## config.mk

```make
export PLATFORM = sky130hd
export DESIGN_NAME = pbf_upper_pin_select
export DESIGN_NICKNAME = d
export VERILOG_FILES = /design/src/rtl/pbf_pkg.sv /design/src/rtl/pbf_mux_if.sv /design/src/rtl/pbf_pin_mux.sv /design/src/rtl/pbf_upper_pin_select.sv
export SDC_FILE = /design/constraint.sdc
export NUM_CORES = 1
export LEC_CHECK = 0
export ABC_AREA = 0
export BUFFER_PORTS_ARGS = -buffer_cell sky130_fd_sc_hd__buf_2
export CAP_MARGIN = 20
export CORE_AREA = 2 2 87 89
export CTS_BUF_LIST = sky130_fd_sc_hd__clkbuf_4 sky130_fd_sc_hd__clkbuf_8
export CTS_CLUSTER_SIZE = 8
export DETAILED_ROUTE_END_ITERATION = 10
export DIE_AREA = 0 0 89 91
export PLACE_DENSITY = 0.75
export RECOVER_POWER = 100
export SLEW_MARGIN = 10
export SYNTH_ARGS = -nofsm -noshare
export SYNTH_HDL_FRONTEND = slang
export SYNTH_SLANG_ARGS = --single-unit
```

## constraint.sdc

```tcl
create_clock -name MCLK_IN -period 1.3 [get_ports MCLK_IN]
set_input_delay 0.26 -clock MCLK_IN [delete_from_list [all_inputs] [get_ports MCLK_IN]]
set_output_delay 0.26 -clock MCLK_IN [all_outputs]
set_load 0.02 [all_outputs]
```

## src/rtl/pbf_pkg.sv

```systemverilog
// Constants, types and decode function for the port B upper pin mux
package pbf_pkg;
   localparam int PBF_NPINS = 8;
   localparam int PBF_DW = 16;
   localparam int PBF_FIELD_W = 2;
   localparam int PBF_OFS_W = 4;
   localparam int PBF_NIRQ = 4;
   localparam int PBF_NCH = 2;
   // Register offsets
   localparam logic [3:0] PBF_OFS_FSEL = 4'h0;
   localparam logic [3:0] PBF_OFS_LEVEL = 4'h2;
   // Values after reset
   localparam logic [15:0] PBF_FSEL_RST = 16'h0000;
   localparam logic [7:0] PBF_OE_B_RST = 8'hFF;
   localparam logic [7:0] PBF_PIN_RST = 8'h00;
   localparam logic [3:0] PBF_IRQ_RST = 4'hF;
   localparam logic [1:0] PBF_RX_RST = 2'h3;
   localparam logic [1:0] PBF_SCK_RST = 2'h0;
   localparam logic [15:0] PBF_RDATA_RST = 16'h0000;
   // Field codes
   localparam logic [1:0] PBF_CODE_GPIO = 2'h0;
   localparam logic [1:0] PBF_CODE_ALT1 = 2'h1;
   localparam logic [1:0] PBF_CODE_ALT2 = 2'h2;
   localparam logic [1:0] PBF_CODE_TP = 2'h3;
   // Pin index of the lowest interrupt pin and the lowest reserved-10 pin
   localparam int PBF_IRQ_BASE = 4;
   localparam int PBF_RSV2_BASE = 6;

   typedef enum logic [2:0]
   {
      PBF_FN_GPIO,
      PBF_FN_IRQ,
      PBF_FN_SCK,
      PBF_FN_TX,
      PBF_FN_RX,
      PBF_FN_TP,
      PBF_FN_OFF
   } pbf_fn_t;

   // Pin index 0..7 stands for port pin 8..15
   function automatic pbf_fn_t pbf_decode(input int pin,
                                          input logic [1:0] code);
      pbf_fn_t fn;
      fn = PBF_FN_OFF;
      unique case (code)
         PBF_CODE_GPIO: fn = PBF_FN_GPIO;
         PBF_CODE_ALT1:
            fn = (pin >= PBF_IRQ_BASE) ? PBF_FN_IRQ : PBF_FN_OFF;
         PBF_CODE_ALT2:
         begin
            if (pin >= PBF_RSV2_BASE)
               fn = PBF_FN_OFF;
            else if (pin >= PBF_IRQ_BASE)
               fn = PBF_FN_SCK;
            else if (pin % 2 == 1)
               fn = PBF_FN_TX;
            else
               fn = PBF_FN_RX;
         end
         PBF_CODE_TP: fn = PBF_FN_TP;
      endcase
      return fn;
   endfunction
endpackage

```

## src/rtl/pbf_mux_if.sv

```systemverilog
// Signals between the register side and the pin multiplexer
`timescale 1ns/1ps
interface pbf_mux_if;
   import pbf_pkg::*;
   logic [15:0] mode;
   logic [7:0] dir;
   logic [7:0] pin_lvl;
   logic [7:0] gpio_out;
   logic [1:0] sck_out;
   logic [1:0] tx;
   logic [7:0] tp;
   logic [7:0] drv;
   logic [7:0] en;
   logic [3:0] irq;
   logic [1:0] sck_in;
   logic [1:0] rx;
   modport ctrl
   (
      output mode, dir, pin_lvl, gpio_out, sck_out, tx, tp,
      input drv, en, irq, sck_in, rx
   );
   modport mux
   (
      input mode, dir, pin_lvl, gpio_out, sck_out, tx, tp,
      output drv, en, irq, sck_in, rx
   );
endinterface

```

## src/rtl/pbf_pin_mux.sv

```systemverilog
// Per-pin function multiplexer, purely combinational
`timescale 1ns/1ps
module pbf_pin_mux
   import pbf_pkg::*;
(
   pbf_mux_if.mux m
);
   pbf_fn_t fn [PBF_NPINS];

   genvar i;
   generate
      for (i = 0; i < PBF_NPINS; i++)
      begin : g_pin
         assign fn[i] = pbf_decode(i, m.mode[PBF_FIELD_W*i +: PBF_FIELD_W]);
         always_comb
         begin
            m.drv[i] = 1'b0;
            m.en[i] = 1'b0;
            unique case (fn[i])
               PBF_FN_GPIO:
               begin
                  m.en[i] = m.dir[i];
                  m.drv[i] = m.gpio_out[i];
               end
               PBF_FN_SCK:
               begin
                  m.en[i] = m.dir[i];
                  m.drv[i] = m.sck_out[i % 2];
               end
               PBF_FN_TX:
               begin
                  m.en[i] = 1'b1;
                  m.drv[i] = m.tx[i / 2];
               end
               PBF_FN_TP:
               begin
                  m.en[i] = 1'b1;
                  m.drv[i] = m.tp[i];
               end
               // Interrupt, receive and reserved codes leave the pin an input
               PBF_FN_IRQ, PBF_FN_RX, PBF_FN_OFF:
               begin
                  m.en[i] = 1'b0;
                  m.drv[i] = 1'b0;
               end
            endcase
         end
      end
      for (i = 0; i < PBF_NIRQ; i++)
      begin : g_irq
         // Unselected request lines idle high so no spurious request is seen
         assign m.irq[i] = (fn[i + PBF_IRQ_BASE] == PBF_FN_IRQ) ?
                           m.pin_lvl[i + PBF_IRQ_BASE] : 1'b1;
      end
      for (i = 0; i < PBF_NCH; i++)
      begin : g_ch
         assign m.sck_in[i] = (fn[i + PBF_IRQ_BASE] == PBF_FN_SCK) &&
                              !m.dir[i + PBF_IRQ_BASE] &&
                              m.pin_lvl[i + PBF_IRQ_BASE];
         // Receive idles at mark level when the pin is not routed
         assign m.rx[i] = (fn[2 * i] == PBF_FN_RX) ? m.pin_lvl[2 * i] : 1'b1;
      end
   endgenerate
endmodule

```

## src/rtl/pbf_upper_pin_select.sv

```systemverilog
// Port B upper function-select register and pin routing
//
// Behaviour
// - 16-bit read/write select register, two bits per pin, pin 15 on top.
// - Pin 15: 00 I/O, 01 interrupt 7, 10 reserved, 11 pattern 15.
// - Pin 14: 00 I/O, 01 interrupt 6, 10 reserved, 11 pattern 14.
// - Pin 13: 00 I/O, 01 interrupt 5, 10 serial clock 1, 11 pattern 13.
// - Pin 12: 00 I/O, 01 interrupt 4, 10 serial clock 0, 11 pattern 12.
// - Pin 11: 00 I/O, 01 reserved, 10 transmit 1, 11 pattern 11.
// - Pin 10: 00 I/O, 01 reserved, 10 receive 1, 11 pattern 10.
// - Pin 9: 00 I/O, 01 reserved, 10 transmit 0, 11 pattern 9.
// - Pin 8: 00 I/O, 01 reserved, 10 receive 0, 11 pattern 8.
// - Power-on reset clears the register; other resets keep it.
// - In I/O and serial clock modes, direction bit 1 drives, 0 inputs.
`timescale 1ns/1ps
module pbf_upper_pin_select
   import pbf_pkg::*;
#(
   parameter int AW = 4
)
(
   input wire logic MCLK_IN,
   input wire logic RST_B_IN,
   input wire logic [AW-1:0] ADDR_IN,
   input wire logic [15:0] WDATA_IN,
   input wire logic WR_IN,
   input wire logic RD_IN,
   output logic [15:0] RDATA_OUT,
   input wire logic [7:0] DIR_IN,
   input wire logic [7:0] GPIO_DATA_IN,
   output logic [7:0] GPIO_LEVEL_OUT,
   input wire logic [1:0] SCK_DRV_IN,
   output logic [1:0] SCK_IN_OUT,
   input wire logic [1:0] TX_IN,
   output logic [1:0] RX_OUT,
   input wire logic [7:0] TP_IN,
   output logic [3:0] EXT_IRQ_OUT,
   input wire logic [7:0] PIN_IN,
   output logic [7:0] PIN_OUT,
   output logic [7:0] PIN_OE_B_OUT
);
   generate
      if (AW < PBF_OFS_W)
      begin : g_chk
         $error("AW too narrow for the register offsets");
      end
   endgenerate

   function automatic logic hit(input logic [AW-1:0] a,
                                input logic [3:0] ofs);
      return a == AW'(ofs);
   endfunction

   logic [15:0] mode_reg;
   logic [7:0] s1_reg;
   logic [7:0] s2_reg;
   logic [7:0] s3_reg;
   logic [7:0] lvl_reg;
   pbf_mux_if mif ();

   // Only the power-on reset reaches this register
   always_ff @(posedge MCLK_IN)
   begin
      if (!RST_B_IN)
         mode_reg <= PBF_FSEL_RST;
      else if (WR_IN && hit(ADDR_IN, PBF_OFS_FSEL))
         mode_reg <= WDATA_IN;
   end

   always_ff @(posedge MCLK_IN)
   begin
      if (!RST_B_IN)
         RDATA_OUT <= PBF_RDATA_RST;
      else if (RD_IN && hit(ADDR_IN, PBF_OFS_FSEL))
         RDATA_OUT <= mode_reg;
      else if (RD_IN && hit(ADDR_IN, PBF_OFS_LEVEL))
         RDATA_OUT <= {8'h00, lvl_reg};
      else
         RDATA_OUT <= PBF_RDATA_RST;
   end

   // Level accepted only once the second and third stages agree
   always_ff @(posedge MCLK_IN)
   begin
      if (!RST_B_IN)
      begin
         s1_reg <= PBF_PIN_RST;
         s2_reg <= PBF_PIN_RST;
         s3_reg <= PBF_PIN_RST;
         lvl_reg <= PBF_PIN_RST;
      end
      else
      begin
         s1_reg <= PIN_IN;
         s2_reg <= s1_reg;
         s3_reg <= s2_reg;
         for (int k = 0; k < PBF_NPINS; k++)
         begin
            if (s2_reg[k] == s3_reg[k])
               lvl_reg[k] <= s3_reg[k];
         end
      end
   end

   assign mif.mode = mode_reg;
   assign mif.dir = DIR_IN;
   assign mif.pin_lvl = lvl_reg;
   assign mif.gpio_out = GPIO_DATA_IN;
   assign mif.sck_out = SCK_DRV_IN;
   assign mif.tx = TX_IN;
   assign mif.tp = TP_IN;

   pbf_pin_mux u_mux
   (
      .m(mif.mux)
   );

   // Pin drive registered so every pin changes on a clock edge only
   always_ff @(posedge MCLK_IN)
   begin
      if (!RST_B_IN)
      begin
         PIN_OUT <= PBF_PIN_RST;
         PIN_OE_B_OUT <= PBF_OE_B_RST;
      end
      else
      begin
         PIN_OUT <= mif.drv;
         PIN_OE_B_OUT <= ~mif.en;
      end
   end

   always_ff @(posedge MCLK_IN)
   begin
      if (!RST_B_IN)
      begin
         EXT_IRQ_OUT <= PBF_IRQ_RST;
         RX_OUT <= PBF_RX_RST;
         SCK_IN_OUT <= PBF_SCK_RST;
         GPIO_LEVEL_OUT <= PBF_PIN_RST;
      end
      else
      begin
         EXT_IRQ_OUT <= mif.irq;
         RX_OUT <= mif.rx;
         SCK_IN_OUT <= mif.sck_in;
         GPIO_LEVEL_OUT <= lvl_reg;
      end
   end
endmodule

```

Word-level counts from Yosys, hierarchy flattened. Cells that the tools add are included.

Eq/ne operators: 81. Multiplexer cells: 26. Bitwise gates (word level): 1. Reductions and logical operators: 56.

Operators by type and width (number): $pmux 3 s4 (8); $eq 3x3->1 const B (24); $eq 3x2->1 const B (16); $eq 2x2->1 const B (16); $reduce_or 2->1 (16); $eq 3x1->1 const B (8); $logic_not 3->1 (8); $pmux 1 s3 (8); $reduce_or 3->1 (8); $pmux 1 s5 (4); $eq 2x1->1 const B (8); $logic_not 2->1 (8); $mux 16 (1); $pmux 1 s4 (4); $reduce_and 2->1 (6); $eq 1x1->1 (8); $mux 8 (1); $not 8->8 (1); $logic_and 1x1->1 (7); $eq 4x2->1 const B (1); $logic_not 4->1 (1); $logic_not 1->1 (2).

Register bits: 96. Input bits: 60. Word-level logic and storage cells: 187.

Longest topological paths before layout. Gate-level depths: netlist of run 1.

Depth in word-level cells: 6. Depth in mapped cells: 5.

Modules after synthesis. Synthesis of run 1 repeated with hierarchy kept, for this count alone.

Cells, all modules: 305. Area total of the unflattened synthesis: 3248.1 µm².

Modules (own cells, without submodules): pbf_upper_pin_select (instances 1, cells an instance 259, area an instance 2937.8 µm²); pbf_pin_mux (instances 1, cells an instance 46, area an instance 310.3 µm²).

Least setup slack after synthesis of run 1. OpenSTA, ideal clock, no wires.

Path kind: input port to flip-flop. From: in ADDR_IN[0]. To: reg mode_reg[10] (netlist: mif.mode[10]). Arrival time: 1.284 ns. Path slack: -0.056 ns. Cell stages on the path: 5. Buffers on the path: 2. Path through: or3_4 nor3b_2 buf_6 buf_12 mux2i_1.

Longest elaborated chain between the ends: 2.

RTL lines: start, declared (RTL line pbf_upper_pin_select.sv:24) `input wire logic [AW-1:0] ADDR_IN,`; $logic_not 4->1 (RTL line pbf_upper_pin_select.sv:51) `return a == AW'(ofs);`; $logic_and 1x1->1 (RTL line pbf_upper_pin_select.sv:66) `else if (WR_IN && hit(ADDR_IN, PBF_OFS_FSEL))`; end signal, assigned (RTL line pbf_upper_pin_select.sv:65) `mode_reg <= PBF_FSEL_RST;`; end signal, assigned (RTL line pbf_upper_pin_select.sv:67) `mode_reg <= WDATA_IN;`; end, declared (RTL line pbf_upper_pin_select.sv:54) `logic [15:0] mode_reg;`.

Every way passes these cells. A chain may end at the register's enable or synchronous reset.

Worst setup path after layout of run 1.
From: in ADDR_IN[0]. To: reg mode_reg[12] (netlist: mif.mode[12]).

The elaborated chain is that of the path after synthesis.

==> results of run 1 <==
worst register-to-register path, delay by kind of cell, from the launching register on:
family	cells	cell delay [ps]
compound gates	1	90
flops	1	450
mux	1	220
simple gates	1	150
through the flow:
step | total power, W | setup slack (ps)
after CTS | 0.00551 | 88.4
after floorplan | 0.00327 | -35.6
after global placement | 0.00342 | -134
final | 0.00543 | 72.1
after global routing | 0.00567 | 46.0
after detailed placement | 0.00343 | -188
metal layers:
layer / GRT usage / vias up
li1: - / 1217
met3: 0.0518 / 9
met4: 0.0697 / 0
met5: 0 / -
met2: 0.294 / 57
met1: 0.174 / 1088
synth_stat cells, types with 2 or more instances:
cell       count
and2_1        52
nand4bb_1      3
or4bb_1        3
nor2_1        14
mux2i_1       28
o21ai_0       18
nor2b_1        2
and3_1         2
clkbuf_1       8
a21boi_0      12
nand3_1        4
dfxtp_1       96
mux2_2         2
buf_2          2
nand2_1       51
cell families (layout without fill, tap and decap cells):
group           Yosys count  after routing  synth area share
flops                    96             96             0.598
compound gates           30             30            0.0561
mux                      30             30            0.0943
buf+inv                  14            130            0.0280
simple gates            135            135             0.223
report_power, final:
| part | switching (W) | internal, W | total (W) |
|---|---|---|---|
| Combinational | 0.000159 | 0.000149 | 0.000308 |
| Clock | 0.000970 | 0.00112 | 0.00209 |
| Sequential | 0.0000270 | 0.00300 | 0.00303 |
| Total | 0.00116 | 0.00428 | 0.00543 |
layout make-up:
cell class              count  area share
flip-flops and latches     96       0.479
multi-input cells         195       0.299
repair buffers            115       0.137
clock buffers              10      0.0343
well taps                  99      0.0309
clock inverters             5      0.0203
path summary, 6_finish.rpt:
check,to,slack [ps]
worst min register to register,s2_reg[2],440
worst min-delay path,s1_reg[5],110
worst max register to register,PIN_OUT[4],280
worst max-delay path,mif.mode[12],70
==> impl_metrics.csv, run 1 <==
group,metric,value,unit
status,status,"finished clean",
routing,wl_met3,300,µm
logic_synthesis,synth.area.top_cells,"dfxtp_1 60%, and2_1 10%, mux2i_1 8.7%",
place,place_inst,505,
cts,cts_resized,0,
floorplanning,die_area,8100,µm²
routing,top_layer,"met4",
timing,max-slew-margin-rel,0.641,
worst_setup_path,cp_cell_sequence,"buf_2, or3_4, nor3b_2, buf_12, mux2i_1",
pwr,p_leak,1.60,nW
place,dpl-instance-area,3870,µm²
pwr,vdd.ir_drop.worst,0.000569,V
routing,wl_met2,3370,µm
logic_synthesis,synth_edf_count,0,
routing,ant_nets,0,
timing,setup_viol,0,
floorplanning,die_y,91,µm
timing,period_share,0.945,
logic_synthesis,synth_top_area_frac,0.598,
run,cap_viol_max_count,0,
timing,finalHoldViolations,0,
floorplanning,core_area,7140,µm²
worst_setup_path,critPathKind,"input pin to register",
cts,clk_pin_slew,90,ps
global_routing,grt_pass1_vias,2283,
timing,final_max_slew_viol_count,0,
worst_setup_path,cp_slowest_stage_delay,400,ps
worst_setup_path,end_kind,"register",
worst_setup_path,setup.worst_path.start_class,"input pin",
logic_synthesis,avgSynthCellArea,10.5,µm²
logic_synthesis,synthFlopType,"dfxtp_1",
routing,routedLengthMet1,2610,µm
logic_synthesis,yosysWarnings,0,
cells_and_area,seq_area,1920,µm²
cells_and_area,multi_input_area,1200,µm²
logic_synthesis,yosys.area.top_type,"dfxtp_1",
place,hpwl,4650,µm
cells_and_area,layout_common_cells,"96 x dfxtp_1, 59 x buf_2, 51 x nand2_1",
place,gp_congestion,0.792,
worst_setup_path,r2r_cells,3,
global_routing,grt-ovfl-total,0,
cts,ctsHoldBuffers,0,
timing,tightest_slew,539,ps
cells_and_area,final_nets,477,
worst_setup_path,worstPathArrival,1500,ps
routing,vias,2371,
logic_synthesis,ys_seq_area_frac,0.598,
worst_setup_path,crit_start,"ADDR_IN[0]",
worst_setup_path,slowest_stage,"or3_4",
timing,fmaxAchievable,0.814,GHz
cells_and_area,fin_util,0.563,
cells_and_area,num-fill-cells,710,
routing,wl_per_cell,12.3,µm
floorplanning,num_rows,31,
timing,rsz0062_at_grt,"false",
cts,cts-htree-levels,3,
min_path,hold_class,"input pin to register",
global_routing,grtUsageTotal,0.165,
worst_setup_path,worstPathMaxFanout,13,
worst_setup_path,cp_num_buf_inv,2,
routing,drt_pass1_iterations,4,
worst_setup_path,cp_num_cells,5,
timing,hold_slack,107,ps
floorplanning,io_pins,108,
routing,drt-initial-drc-count,69,
min_path,hold_path_startpoint,"PIN_IN[5]",
cts,cts_inserted_buffers,9,
worst_setup_path,critical_path_required,1570,ps
routing,viasPerCell,4.56,
floorplanning,die_w,89,µm
cells_and_area,syn2layout_area_growth,25.0,%
logic_synthesis,synth_cell_types,23,
min_path,hold_path_depth,2,
place,port_buffers,107,
cells_and_area,stdcell_count,520,
cells_and_area,layout_commonest_cell,"dfxtp_1",
global_routing,grt_pass1_wl,10100,µm
global_routing,antenna_found_initial,0,
cells_and_area,diodes,0,
logic_synthesis,synth-seq-cells,96,
logic_synthesis,syn_nets,365,
routing,drc,0,
pwr,power_density,1350,nW/µm²
worst_setup_path,worstReg2RegStart,"mif.mode[9]",
cts,cts.path.max_buffers,2,
routing,drt-total-wl,6410,µm
worst_setup_path,crit_family,"simple AND/OR/NAND/NOR gates",
global_routing,grt_max_degree,49,
cts,clk_latency,350,ps
cts,post_cts_buffers,0,
cts,cts_sinks,96,
floorplanning,initial_core_util,0.450,
timing,period_minus_slack,1230,ps
cts,cts_tree,"built",
cells_and_area,final_cell_area,4020,µm²
logic_synthesis,syn_area,3210,µm²
timing,clock_skew,7.66,ps
cells_and_area,drive_gt1_frac,0.200,
timing,fin_tns_setup,0,ps
cts,cts-root-buf,"clkbuf_8",
logic_synthesis,synth-async-reset-ratio,0,
logic_synthesis,syn-instance-count,305,
Note: power is estimated with default switching activity, not from simulation.
==> inputs of run 2 (changes only) <==
- ABC_AREA: 0 -> 1
- CORE_AREA: 2 2 87 89 -> 2 2 64 127
- DIE_AREA: 0 0 89 91 -> 0 0 66 129
- PLACE_DENSITY: 0.75 -> 0.77
- SYNTH_HIERARCHICAL: not set -> 1
==> run 2 against run 1 <==
Compared with the run above: worst setup slack better by 40 ps; maximum frequency rose by 3.3%; critical path depth down 4; clock skew about the same; wire length rose by 21%; worst hold slack worse by 14 ps; clock-buffer cell count increased by 2; largest power group unchanged.
==> impl_metrics.csv, run 2 <==
group,metric,value,unit
cts,post_cts_buffers,0,
pwr,p_leak,2.47,nW
routing,viasPerCell,4.55,
timing,fmaxAchievable,0.842,GHz
global_routing,grtUsageTotal,0.191,
worst_setup_path,critPathKind,"register to output pin",
timing,setup_viol,0,
routing,drc,0,
logic_synthesis,yosys-top-cells-count,"120 x inv_1, 114 x nand2_1, 96 x dfxtp_1",
global_routing,grt_pass1_wl,12300,µm
logic_synthesis,avgSynthCellArea,7.59,µm²
logic_synthesis,synth.area.top_cells,"dfxtp_1 54%, inv_1 13%, nand2_1 12%",
min_path,hold_class,"input pin to register",
logic_synthesis,yosysWarnings,6,
logic_synthesis,synth_edf_count,0,
worst_setup_path,r2r-end,"PIN_OE_B_OUT[4]",
logic_synthesis,yosysMostFrequentCell,"inv_1",
floorplanning,die_w,66,µm
cts,cts_sinks,96,
cts,cts_tree,"built",
logic_synthesis,syn_area,3560,µm²
pwr,p_total,0.00558,W
cts,cts.path.max_buffers,2,
cells_and_area,layout_common_cells,"120 x inv_1, 114 x nand2_1, 96 x dfxtp_1",
logic_synthesis,yosys.area.top_type,"dfxtp_1",
cts,cts-htree-levels,3,
worst_setup_path,crit_family,"flip-flops",
worst_setup_path,worstPathMaxFanout,1,
timing,tightest_slew,382,ps
timing,hold_slack,93.2,ps
worst_setup_path,regToRegSetupSlack,340,ps
place,hpwl,5870,µm
logic_synthesis,syn-instance-count,469,
worst_setup_path,setup.worst_path.start_class,"register",
timing,rsz0062_at_grt,"false",
worst_setup_path,cp_slowest_stage_delay,340,ps
place,dpl-instance-area,4200,µm²
logic_synthesis,syn_nets,529,
cts,clk_pin_slew,90,ps
timing,period_share,0.914,
run,cap_viol_max_count,0,
place,place_ws,-59.3,ps
logic_synthesis,synthFlopType,"dfxtp_1",
place,gp_congestion,0.766,
worst_setup_path,cp_num_buf_inv,1,
timing,max-slew-margin-rel,0.745,
timing,finalHoldViolations,0,
cells_and_area,drive_gt1_frac,0.152,
pwr,power_density,1280,nW/µm²
routing,wl_per_cell,11.4,µm
logic_synthesis,synth-seq-cells,96,
cts,cts_resized,0,
cts,cts_inserted_buffers,9,
routing,ant_nets,0,
timing,fin_tns_setup,0,ps
routing,drt_pass1_iterations,4,
logic_synthesis,ys_seq_area_frac,0.540,
cts,clk_latency,350,ps
worst_setup_path,worstPathArrival,930,ps
logic_synthesis,synth-async-reset-ratio,0,
floorplanning,io_pins,108,
global_routing,grt_pass1_vias,2805,
min_path,hold_path_startpoint,"PIN_IN[0]",
status,status,"finished clean",
worst_setup_path,r2r_cells,3,
timing,finalWorstSetupSlack,112,ps
min_path,min_to,"s1_reg[0]",
logic_synthesis,synth_cell_types,21,
worst_setup_path,critical_path_required,1040,ps
worst_setup_path,slowest_stage,"dfxtp_1",
worst_setup_path,end_kind,"output pin",
global_routing,grt_max_degree,55,
floorplanning,die_y,129,µm
floorplanning,num_rows,45,
timing,clock_skew,8.11,ps
timing,period_minus_slack,1190,ps
timing,final_max_slew_viol_count,0,
cts,ctsHoldBuffers,0,
floorplanning,die_area,8510,µm²
min_path,hold_path_depth,3,
cells_and_area,final_cell_area,4350,µm²
cells_and_area,layout_commonest_cell,"inv_1",
cells_and_area,syn2layout_area_growth,22.1,%
pwr,vdd.ir_drop.worst,0.000952,V
global_routing,antenna_found_initial,1,
worst_setup_path,cp_cell_sequence,"clkbuf_1",
cells_and_area,final_nets,640,
routing,drt-initial-drc-count,130,
floorplanning,core_area,7540,µm²
routing,vias,3090,
place,port_buffers,107,
logic_synthesis,synth_top_area_frac,0.540,
routing,drt-total-wl,7770,µm
cts,cts-root-buf,"clkbuf_8",
global_routing,grt-ovfl-total,0,
floorplanning,initial_core_util,0.472,
worst_setup_path,worstReg2RegStart,"mif.mode[8]",
run 2: cell count changes after synthesis, sizes merged, moves of 16 or more:
cell,delta
nand3,+38
nor2,+22
mux2i,-28
nand4,+16
nand2,+65
and2,-52
inv,+120
run 2: report_power, final:
group	switching, W	internal, W
clock network	0.000928	0.00120
registers	0.0000346	0.00301
logic	0.000249	0.000162
total	0.00121	0.00437
run 2: how the worst max path moves through the flow:
stage,from,end,cells after the start
floorplan,ADDR_IN[3],RDATA_OUT[3],5
finish,PIN_OE_B_OUT[7],PIN_OE_B_OUT[7],1
CTS,PIN_OUT[7],PIN_OUT[7],1
global placement,ADDR_IN[3],RDATA_OUT[13],6
global route,GPIO_LEVEL_OUT[5],GPIO_LEVEL_OUT[5],1
detailed placement,ADDR_IN[3],RDATA_OUT[4],5
run 2: logic make-up after synthesis:
family	synth area share
AO/OA/AOI/OAI	0.0408
AND/OR/NAND/NOR	0.269
buffers and inverters	0.150
flip-flops	0.540
run 2: cell type report:
class                           count  area [µm²]
Timing Repair Buffer              115         541
Antenna cell                        1        2.50
Clock buffer                       12         159
Sequential cell                    96        1920
Inverter                          120         450
Clock inverter                      3        65.1
Tap cell                           94         118
Fill cell                         755        3200
Multi-Input combinational cell    238        1090
run 2: through the flow:
stage	cells	utilization
3_5_place_dp	663	0.557
4_1_cts	678	0.587
2_1_floorplan	469	-
5_1_grt	679	0.576
3_3_place_gp	663	0.557
6_report	679	0.576
run 2: metal layers:
layer  global-route usage  vias up  share of wire
li1                     -     1607              -
met1                0.192     1362           0.37
met2                0.344      102           0.54
met3               0.0420       19          0.053
met4                0.121        0          0.045
met5                    0        -              0
==> inputs of run 3 (changes only) <==
- PLACE_DENSITY: 0.77 -> 0.86
==> run 3 against run 2 <==
Compared with the run above: worst setup slack worse by 4.6 ps; maximum frequency is 0.39% lower; non-clock buffer count is 1 lower; total power is 2.7% lower; flip-flop and latch count stayed put; core utilization is 0.35 points lower; worst hold slack worse by 11 ps; clock-buffer cell count is 1 higher; critical path type unchanged; largest power group unchanged; highest routed layer unchanged.
==> impl_metrics.csv, run 3 (synthesis gave the netlist of run 2 again) <==
group,metric,value,unit
floorplanning,die_y,129,µm
cells_and_area,drive_gt1_frac,0.152,
timing,fin_tns_setup,0,ps
floorplanning,io_pins,108,
global_routing,grtUsageTotal,0.202,
routing,drc,0,
global_routing,grt_pass1_vias,2954,
floorplanning,core_area,7540,µm²
global_routing,grt-ovfl-total,0,
timing,tightest_slew,456,ps
timing,clock_skew,7.56,ps
timing,period_minus_slack,1190,ps
cells_and_area,layout_commonest_cell,"inv_1",
routing,wl_per_cell,11.7,µm
worst_setup_path,critical_path_required,1040,ps
cells_and_area,num-fill-cells,755,
cells_and_area,diodes,0,
cells_and_area,syn2layout_area_growth,21.4,%
timing,rsz0062_at_grt,"false",
timing,final_max_slew_viol_count,0,
cts,ctsHoldBuffers,0,
pwr,p_total,0.00543,W
cts,post_cts_buffers,0,
pwr,power_density,1260,nW/µm²
run,cap_viol_max_count,0,
timing,setup_viol,0,
global_routing,grt_max_degree,50,
floorplanning,num_rows,45,
routing,viasPerCell,4.63,
worst_setup_path,crit_family,"flip-flops",
cts,cts-root-buf,"clkbuf_8",
cts,cts_inserted_buffers,9,
cells_and_area,fin_util,0.573,
cells_and_area,final_cell_area,4320,µm²
floorplanning,die_area,8510,µm²
cts,clk_latency,360,ps
routing,ant_nets,0,
worst_setup_path,worstPathMaxFanout,1,
status,status,"finished clean",
pwr,p_leak,2.46,nW
timing,finalHoldViolations,0,
worst_setup_path,worstPathArrival,930,ps
cts,cts_tree,"built",
worst_setup_path,cp_num_buf_inv,1,
place,hpwl,5990,µm
cells_and_area,final_nets,639,
cts,cts.path.max_buffers,2,
global_routing,antenna_found_initial,0,
floorplanning,initial_core_util,0.472,
worst_setup_path,cp_num_cells,1,
min_path,hold_path_depth,3,
worst_setup_path,slowest_stage,"dfxtp_1",
worst_setup_path,cp_cell_sequence,"clkbuf_1",
global_routing,grt_pass1_wl,13000,µm
routing,drt-initial-drc-count,201,
timing,period_share,0.918,
floorplanning,die_w,66,µm
pwr,vdd.ir_drop.worst,0.000648,V
cts,cts-htree-levels,3,
routing,drt_pass1_iterations,6,
min_path,hold_class,"input pin to register",
timing,max-slew-margin-rel,0.696,
cells_and_area,layout_common_cells,"120 x inv_1, 114 x nand2_1, 96 x dfxtp_1",
worst_setup_path,cp_slowest_stage_delay,350,ps
worst_setup_path,critPathKind,"register to output pin",
routing,vias,3141,
worst_setup_path,r2r_cells,3,
cts,cts_sinks,96,
cts,clk_pin_slew,80,ps
cells_and_area,seq_area,1920,µm²
place,gp_congestion,0.786,
timing,fmaxAchievable,0.838,GHz
place,port_buffers,107,
place,dpl-instance-area,4190,µm²
worst_setup_path,end_kind,"output pin",
cts,cts_resized,0,
cells_and_area,multi_input_area,1090,µm²
worst_setup_path,setup.worst_path.start_class,"register",
routing,drt-total-wl,7950,µm
-- run 3: cell types whose count changed in the layout (fill, tap and decap cells not counted) --
cell / before / now
buf_2: 62 / 59
buf_4: 4 / 5
bufinv_16: 2 / 1
clkbuf_1: 48 / 49
clkbuf_4: 1 / 2
clkinv_2: 1 / 2
diode_2: 1 / 0
nor2_1: 32 / 31
nor2_2: 2 / 4
nor2_4: 2 / 1
-- run 3: report_power, final --
part | leakage, nW | internal (W) | switching, W | total (W)
Sequential | 0.783 | 0.00301 | 0.0000341 | 0.00305
Combinational | 1.57 | 0.000161 | 0.000251 | 0.000411
Clock | 0.110 | 0.00103 | 0.000943 | 0.00197
Total | 2.46 | 0.00421 | 0.00123 | 0.00543
-- run 3: final timing paths --
check / from / end / slack (ps)
hold reg to reg: s1_reg[6] / s2_reg[6] / 420
hold / removal: PIN_IN[3] / s1_reg[3] / 80
setup / recovery: RDATA_OUT[15] / RDATA_OUT[15] / 110
setup reg to reg: mif.mode[9] / PIN_OE_B_OUT[4] / 390
-- run 3: area by class of cell --
class / count / share of cell area
tap: 94 / 0.0272
inverter: 120 / 0.104
clock buffer: 13 / 0.0385
multi-input combinational: 238 / 0.252
clock inverter: 3 / 0.00926
sequential: 96 / 0.445
timing repair buffer: 114 / 0.124
-- run 3: stage by stage --
stage / instances / hold WS (ps) / worst slack, ps
final: 678 / 82.0 / 107
after global routing: 678 / 85.5 / 72.3
after CTS: 678 / 70.1 / 164
after detailed placement: 662 / 399 / -6.51
after global placement: 662 / 393 / 83.2
after floorplan: 469 / 358 / 249
-- run 3: metal layers --
metal	GRT usage	vias to the layer above	share of wire
li1	-	1607	-
met1	0.211	1433	0.37
met2	0.370	81	0.55
met3	0.0385	20	0.045
met4	0.104	0	0.031
met5	0	-	0
